File: config.mk
export PLATFORM = sky130hd
export DESIGN_NAME = dvp_regs
export DESIGN_NICKNAME = d
export VERILOG_FILES = /design/src/dvp_pkg.sv /design/src/dvp_regfile.sv /design/src/dvp_regs.sv
export VERILOG_INCLUDE_DIRS = /design/src /design/src/src
export SDC_FILE = /design/constraint.sdc
export NUM_CORES = 1
export LEC_CHECK = 0
export BUFFER_PORTS_ARGS = -buffer_cell sky130_fd_sc_hd__buf_2
export CELL_PAD_IN_SITES_DETAIL_PLACEMENT = 1
export CELL_PAD_IN_SITES_GLOBAL_PLACEMENT = 1
export CORE_ASPECT_RATIO = 2
export CORE_MARGIN = 2
export CORE_UTILIZATION = 25
export DETAILED_ROUTE_END_ITERATION = 12
export PLACE_DENSITY_LB_ADDON = 0.1
export SETUP_SLACK_MARGIN = 0.15
export SYNTH_ARGS = -nofsm -noshare
export SYNTH_HDL_FRONTEND = slang
export SYNTH_SLANG_ARGS = --single-unit
File: constraint.sdc
create_clock -name clk -period 1.65 [get_ports clk]
set_input_delay 0.2475 -clock clk [delete_from_list [all_inputs] [get_ports clk]]
set_output_delay 0.2475 -clock clk [all_outputs]
set_load 0.02 [all_outputs]
File: src/dvp_cfg.svh
// Register offsets, field positions and reset values of the volume and power register slice.
// Included by the package and the design modules; definitions only.
`ifndef DVP_CFG_SVH
`define DVP_CFG_SVH
`define DVP_ADDR_W 8
`define DVP_DATA_W 8
`define DVP_OFS_ATT_CH14 8'h19
`define DVP_OFS_ATT_CH15 8'h1A
`define DVP_OFS_ATT_CH16 8'h1B
`define DVP_OFS_CM_DRIVE 8'h1C
`define DVP_OFS_PWR_CH1_TO_4 8'h1D
`define DVP_OFS_PWR_CH5_TO_8 8'h1E
`define DVP_OFS_PWR_CH9_TO_12 8'h1F
`define DVP_OFS_PWR_CH13_TO_16 8'h20
`define DVP_RST_ATT 8'h00
`define DVP_RST_CM_DRIVE 8'h02
`define DVP_RST_PWR 8'hAA
`define DVP_BIT_DRIVE 5
`define DVP_BIT_CM 1
`define DVP_CM_DRIVE_MASK 8'h22
`define DVP_ATT_MAX 8'hFF
`define DVP_NUM_ATT 3
`define DVP_NUM_PWR 4
`define DVP_NUM_CH 16
`endif

File: src/dvp_pkg.sv
// Types shared by the volume and power register slice.
// Assumes dvp_cfg.svh for widths.
`include "dvp_cfg.svh"
package dvp_pkg;
  typedef enum logic [1:0] {
    DVP_PERF_LOW = 2'b00,
    DVP_PERF_LOWEST = 2'b01,
    DVP_PERF_BEST = 2'b10,
    DVP_PERF_GOOD = 2'b11
  } dvp_perf_t;
  typedef struct packed {
    logic [`DVP_ADDR_W-1:0] addr;
    logic [`DVP_DATA_W-1:0] wdata;
    logic wr;
    logic rd;
  } dvp_bus_t;
  typedef struct packed {
    logic drive_8ma;
    logic cm_5v;
  } dvp_analog_t;
endpackage

File: src/dvp_regfile.sv
// Small register array holding the attenuation and power words.
// Assumes one writer port; read data come out of a register.
`timescale 1ns/1ps
`include "dvp_cfg.svh"
module dvp_regfile #(
  parameter int DEPTH = 7,
  parameter int AW = 3,
  parameter logic [DEPTH*8-1:0] RST_IMAGE = '0
) (
  input wire logic clk,
  input wire logic rst_b,
  input wire logic ce,
  input wire logic wr_en,
  input wire logic [AW-1:0] wr_idx,
  input wire logic [7:0] wr_data,
  input wire logic [AW-1:0] rd_idx,
  output logic [7:0] rd_data_ff,
  output logic [DEPTH*8-1:0] words
);
  logic [7:0] mem_ff [DEPTH];

  genvar gi;
  generate
    for (gi = 0; gi < DEPTH; gi++)
    begin : g_word
      always_ff @(posedge clk or negedge rst_b)
      begin
        if (!rst_b)
          mem_ff[gi] <= RST_IMAGE[gi*8 +: 8];
        else if (ce && wr_en && wr_idx == AW'(gi))
          mem_ff[gi] <= wr_data;
      end
      assign words[gi*8 +: 8] = mem_ff[gi];
    end
  endgenerate

  // Write-through keeps a read in the same cycle as a write coherent
  always_ff @(posedge clk or negedge rst_b)
  begin
    if (!rst_b)
      rd_data_ff <= 8'h00;
    else if (ce)
      rd_data_ff <= (wr_en && wr_idx == rd_idx) ? wr_data : mem_ff[rd_idx];
  end
endmodule // dvp_regfile

File: src/dvp_regs.sv
// Volume, pad drive, common-mode and per-channel power register slice.
// Assumes a same-clock register master: one-cycle strobes, read data in the next cycle.
//
// Our own choice: the strobed register port.
`timescale 1ns/1ps
`include "dvp_cfg.svh"
module dvp_regs (
  input wire logic clk,
  input wire logic rst_b,
  input wire logic ce,
  input wire dvp_pkg::dvp_bus_t bus,
  output logic [7:0] rd_data_ff,
  output logic [7:0] attenuation_ch14,
  output logic [7:0] attenuation_ch15,
  output logic [7:0] attenuation_ch16,
  output dvp_pkg::dvp_analog_t analog_ff,
  output dvp_pkg::dvp_perf_t [`DVP_NUM_CH-1:0] perf_level
);
  localparam int NWORD = `DVP_NUM_ATT + `DVP_NUM_PWR;
  localparam int IW = 3;
  localparam logic [NWORD*8-1:0] RST_IMAGE = {{`DVP_NUM_PWR{`DVP_RST_PWR}}, {`DVP_NUM_ATT{`DVP_RST_ATT}}};

  // Word index in the array, or not-an-array-word
  function automatic logic [IW:0] word_index(input logic [7:0] a);
    logic [IW:0] r;
    r = {1'b1, 3'h0};
    unique case (a)
      `DVP_OFS_ATT_CH14: r = 4'h0;
      `DVP_OFS_ATT_CH15: r = 4'h1;
      `DVP_OFS_ATT_CH16: r = 4'h2;
      `DVP_OFS_PWR_CH1_TO_4: r = 4'h3;
      `DVP_OFS_PWR_CH5_TO_8: r = 4'h4;
      `DVP_OFS_PWR_CH9_TO_12: r = 4'h5;
      `DVP_OFS_PWR_CH13_TO_16: r = 4'h6;
      default: r = {1'b1, 3'h0};
    endcase
    return r;
  endfunction

  logic [IW:0] wr_sel;
  logic [IW:0] rd_sel;
  logic [NWORD*8-1:0] words;
  logic [7:0] cm_word;
  logic [7:0] nxt_rd_data;

  assign wr_sel = word_index(bus.addr);
  assign rd_sel = word_index(bus.addr);

  dvp_regfile #(
    .DEPTH(NWORD),
    .AW(IW),
    .RST_IMAGE(RST_IMAGE)
  ) u_words (
    .clk(clk),
    .rst_b(rst_b),
    .ce(ce),
    .wr_en(bus.wr && !wr_sel[IW]),
    .wr_idx(wr_sel[IW-1:0]),
    .wr_data(bus.wdata),
    .rd_idx(rd_sel[IW-1:0]),
    .rd_data_ff(),
    .words(words)
  );

  // Only the two defined bits are stored, so the rest read zero
  always_ff @(posedge clk or negedge rst_b)
  begin
    if (!rst_b)
    begin
      analog_ff.drive_8ma <= 1'(`DVP_RST_CM_DRIVE >> `DVP_BIT_DRIVE);
      analog_ff.cm_5v <= 1'(`DVP_RST_CM_DRIVE >> `DVP_BIT_CM);
    end
    else if (ce && bus.wr && bus.addr == `DVP_OFS_CM_DRIVE)
    begin
      analog_ff.drive_8ma <= bus.wdata[`DVP_BIT_DRIVE];
      analog_ff.cm_5v <= bus.wdata[`DVP_BIT_CM];
    end
  end

  always_comb
  begin
    cm_word = 8'h00;
    cm_word[`DVP_BIT_DRIVE] = analog_ff.drive_8ma;
    cm_word[`DVP_BIT_CM] = analog_ff.cm_5v;
  end

  // All read paths meet before the flop, so the read port leaves straight from a register
  always_comb
  begin
    nxt_rd_data = 8'h00;
    if (bus.addr == `DVP_OFS_CM_DRIVE)
      nxt_rd_data = (bus.wr) ? (bus.wdata & `DVP_CM_DRIVE_MASK) : cm_word;
    else if (!rd_sel[IW])
      nxt_rd_data = (bus.wr) ? bus.wdata : words[rd_sel[IW-1:0]*8 +: 8];
  end

  always_ff @(posedge clk or negedge rst_b)
  begin
    if (!rst_b)
      rd_data_ff <= 8'h00;
    else if (ce)
      rd_data_ff <= bus.rd ? nxt_rd_data : 8'h00;
  end

  // Attenuation codes leave as written; the datapath maps one step to 0.375 dB
  always_comb
  begin
    attenuation_ch14 = words[0 +: 8];
    attenuation_ch15 = words[8 +: 8];
    attenuation_ch16 = words[16 +: 8];
  end

  genvar gc;
  generate
    for (gc = 0; gc < `DVP_NUM_CH; gc++)
    begin : g_perf
      assign perf_level[gc] = dvp_pkg::dvp_perf_t'(words[`DVP_NUM_ATT*8 + gc*2 +: 2]);
    end
  endgenerate

  volume_max_a: assert property (@(posedge clk) disable iff (!rst_b)
    ce && bus.wr && bus.addr == `DVP_OFS_ATT_CH16 && bus.wdata == `DVP_ATT_MAX
    |=> attenuation_ch16 == `DVP_ATT_MAX) else $error("ch16 full attenuation not held");
  vol_write_back_a: assert property (@(posedge clk) disable iff (!rst_b)
    ce && bus.wr && bus.addr == `DVP_OFS_ATT_CH14 ##1 ce && bus.rd && bus.addr == `DVP_OFS_ATT_CH14 && !bus.wr
    |=> rd_data_ff == $past(bus.wdata, 2)) else $error("ch14 readback mismatch");
  drive_bit_a: assert property (@(posedge clk) disable iff (!rst_b)
    ce && bus.wr && bus.addr == `DVP_OFS_CM_DRIVE |=> analog_ff.drive_8ma == $past(bus.wdata[5]))
    else $error("drive bit wrong");
  cm_bit_a: assert property (@(posedge clk) disable iff (!rst_b)
    ce && bus.wr && bus.addr == `DVP_OFS_CM_DRIVE |=> analog_ff.cm_5v == $past(bus.wdata[1]))
    else $error("common-mode bit wrong");
  cm_read_mask_a: assert property (@(posedge clk) disable iff (!rst_b)
    ce && bus.rd && bus.addr == `DVP_OFS_CM_DRIVE |=> (rd_data_ff & ~`DVP_CM_DRIVE_MASK) == 8'h00)
    else $error("unused common-mode bits not zero");
  perf_low_field_a: assert property (@(posedge clk) disable iff (!rst_b)
    ce && bus.wr && bus.addr == `DVP_OFS_PWR_CH13_TO_16
    |=> perf_level[12] == dvp_pkg::dvp_perf_t'($past(bus.wdata[1:0])))
    else $error("ch13 field misplaced");
  perf_top_field_a: assert property (@(posedge clk) disable iff (!rst_b)
    ce && bus.wr && bus.addr == `DVP_OFS_PWR_CH1_TO_4
    |=> perf_level[3] == dvp_pkg::dvp_perf_t'($past(bus.wdata[7:6])))
    else $error("ch4 field misplaced");
  freeze_a: assert property (@(posedge clk) disable iff (!rst_b)
    !ce |=> $stable(perf_level) && $stable(analog_ff) && $stable(attenuation_ch15))
    else $error("state moved while frozen");
  unmapped_a: assert property (@(posedge clk) disable iff (!rst_b)
    ce && bus.rd && !bus.wr && bus.addr > `DVP_OFS_PWR_CH13_TO_16 |=> rd_data_ff == 8'h00)
    else $error("unmapped read not zero");
  best_code_a: assert property (@(posedge clk) disable iff (!rst_b)
    ce && bus.wr && bus.addr == `DVP_OFS_PWR_CH5_TO_8 && bus.wdata == `DVP_RST_PWR
    |=> perf_level[4] == dvp_pkg::DVP_PERF_BEST && perf_level[7] == dvp_pkg::DVP_PERF_BEST)
    else $error("best code decode wrong");
endmodule // dvp_regs

==> metrics.yaml <==
layout:
  nets: 413
  syn_to_final_growth_pct: 45.4
  final_layout_size_suffix_gt1_frac: 0.622
  design_area_sq_um: 4660
  n_fill_cell: 1422
  diodes: 0
timing:
  skew_ns: 0.00805
  setup_viol: 0
  worst_pin_slew_ns: 0.393
  layout_min_cycle_time_ns: 1.49
  rsz0062_at_grt: "true"
  max_freq_mhz: 670
  post-route-period-util: 0.905
  drv_slew: 0
  maxSlewHeadroom: 0.738
  timing.final.ws_setup_ns: 0.157
  hold_violations: 0
critical_path:
  critical_path.top_delay_family: "simple AND/OR/NAND/NOR gates"
  cp.arrival_ns: 1.74
  cp_cell_sequence: "buf_6 > nand3b_1 > or4_4 > a211oi_4 > o221ai_2 > o211ai_1"
  crit_path_max_fanout: 6
  critPathBufInv: 1
  crit_path_end_kind: "register"
  cp_slowest_cell: "or4_4"
  cp-start-kind: "primary input"
  critPathRequiredTime_ns: 1.90
  max_stage_delay_ns: 0.65
  crit_type: "in -> reg"
routing:
  drtPass1Iterations: 8
  wl_met2_um: 7170
  wl_um: 12000
  wl_met3_um: 382
  viasPerCell: 5.06
  vias: 2767
  dr.first_iter.drc_count: 107
  drtAntennaViolNets: 0
  drc: 0
  wire_per_inst_um: 21.9
  wl_met1_um: 4020
  top_layer_used: "met4"
die:
  num_rows: 58
  dieWidth_um: 84.0
  io_pins: 87
  start_util: 0.255
  die_h_um: 164
  die_area_sq_um: 13800
  core_sq_um: 12600
power_and_ir_drop:
  ir_drop_mv: 0.587
  power.leakage_uw: 0.00228
  power_density_nw_per_um2: 939
synth:
  synth_compound_area_frac: 0.125
  synth_fa_ha_area_frac: 0
  async_flop_share: 1.00
  synth_top_family_by_area: "multiplexers"
  synth_xor_area_frac: 0.00273
  yosys_most_used_dff: "dfrtp_1"
  syn_area_per_cell_sq_um: 12.3
  ys_ff_latch: 66
  synth_cells: 261
  synth_nets: 282
  synthDistinctLibCells: 42
  synth_mux_area_frac: 0.229
  seq_area_frac_synth: 0.522
  synth_edf_count: 0
  yosys_warnings: 0
  synth-simple-area-share: 0.101
  syn_area_sq_um: 3200
cts:
  clock-root-buffer: "clkbuf_16"
  path_clk_slew_ns: 0.05
  cts_sinks: 66
  clkLatencyLatePin_ns: 0.33
  tritoncts: "yes"
  htree_levels: 3
  clock_path_buffers: 2
  numCtsBuffers: 9
global_routing:
  overflow: 0
  antenna_found_initial: 0
  grt_usage: 0.180
  grt_pass1_wl_um: 18100
  grt_pass1_vias: 3084
  grt_start_max_net_pins: 53
placement:
  placed_cell_area_sq_um: 4090
  gp_routability_congestion: 0.874
  dp_hpwl_um: 9290
  pre_cts_ws_ns: -0.472
  io_buffers: 86
flow_run:
  cap_viol_max_count: 0
run_status:
  status: "finished, final reports clean"
min_path:
  hold_class: "in -> reg"
logic make-up after synthesis:
kind of cell    count (synthesis)
mux                            66
flops                          66
simple gates                   60
compound gates                 53
buf+inv                        15
xor+xnor                        1
metal layers:
metal,vias to the layer above,track usage
li1,1254,-
met1,1408,0.179
met5,-,0
met4,0,0.0755
met3,24,0.0281
met2,81,0.360
layout by cell type, fill, tap and decap left out, types with 4 or more instances in the layout:
cell type | netlist | final
buf_2 | 2 | 82
nand3_1 | 6 | 6
nor2_1 | 10 | 8
nor2b_1 | 4 | 4
buf_6 | 0 | 5
mux2i_1 | 7 | 7
mux2_2 | 56 | 55
o221ai_1 | 6 | 4
clkbuf_16 | 0 | 9
a211oi_2 | 0 | 4
o21bai_1 | 6 | 6
nand2_1 | 14 | 10
dfstp_2 | 17 | 17
a21oi_1 | 6 | 4
dfrtp_1 | 49 | 49
buf_4 | 1 | 43
o211ai_1 | 9 | 9
nor3_1 | 6 | 4
a222oi_1 | 6 | 6
state kept, by name, summed over array words and instances, names as in the netlist:
name and flops:
u_words.words 56, rd_data_ff 8, analog_ff 2
cell type report:
cell class | instances | area, sq um | area share
Sequential cell | 66 | 1670 | 0.359
Multi-Input combinational cell | 180 | 1610 | 0.346
Timing Repair Buffer | 132 | 820 | 0.176
Clock buffer | 12 | 256 | 0.0551
Tap cell | 150 | 188 | 0.0403
Clock inverter | 4 | 97.6 | 0.0210
Inverter | 3 | 11.3 | 0.00242
metrics by stage:
| step | util | cells | TNS (ns) | hold slack (ns) | total power [uW] |
|---|---|---|---|---|---|
| after detailed placement | 0.326 | 523 | -11.13 | 0.188 | 2110 |
| final | 0.371 | 547 | 0 | 0.292 | 4380 |
| after global routing | 0.371 | 547 | 0 | 0.302 | 4530 |
| after CTS | 0.362 | 542 | 0 | 0.300 | 4430 |
| after floorplan | - | 261 | 0 | -0.0481 | 1890 |
| after global placement | 0.326 | 523 | -10.59 | 0.184 | 2100 |
power by group:
part / total, uW / internal (uW) / switching [uW]
logic: 397 / 153 / 244
registers: 1710 / 1670 / 36.5
clock network: 2270 / 1560 / 713
final timing paths:
| kind | startpoint | end | slack, ns | cells after the start |
|---|---|---|---|---|
| worst max-delay path | bus[1] | rd_data_ff[3] | 0.16 | 6 |
| worst max register to register | analog_ff[1] | rd_data_ff[5] | 0.36 | 3 |
| worst min register to register | u_words.words[36] | u_words.words[36] | 0.53 | 1 |
| min in group asynchronous | rst_b | u_words.words[38] | 0.37 | 2 |
| max in group asynchronous | rst_b | analog_ff[0] | 0.60 | 3 |
| worst min-delay path | bus[5] | u_words.words[27] | 0.29 | 2 |
cells in the mapped netlist (2+ instances only):
master	instances	area, sq um
buf_2	2	10.0
o21bai_1	6	45.0
inv_1	3	11.3
nand2_1	14	52.6
mux2i_1	7	70.1
nand3b_1	2	15.0
o21a_1	2	15.0
a31oi_1	4	25.0
a211oi_1	6	45.0
a211o_1	2	17.5
o221ai_1	6	52.6
mux2_2	56	631
nor2b_1	4	25.0
a222oi_1	6	60.1
nand3_1	6	30.0
dfrtp_1	49	1230
nand2b_1	4	25.0
a21oi_1	6	30.0
o211ai_1	9	67.6
nor2_1	10	37.5
o32a_1	2	20.0
clkbuf_1	9	33.8
nor3_1	6	30.0
mux2_1	3	33.8
or4_1	3	22.5
dfstp_2	17	447
o21ai_0	2	10.0
repair_timing:
action | CTS | global route
setup endpoints to repair | 19 | 18
gates resized for setup | 15 | 15
hold buffers | 1 | 0
pin swaps | 1 | 7
hold endpoints to repair | 6 | 0
setup buffers | 2 | 5
Note: power is estimated with default switching activity, not from simulation.
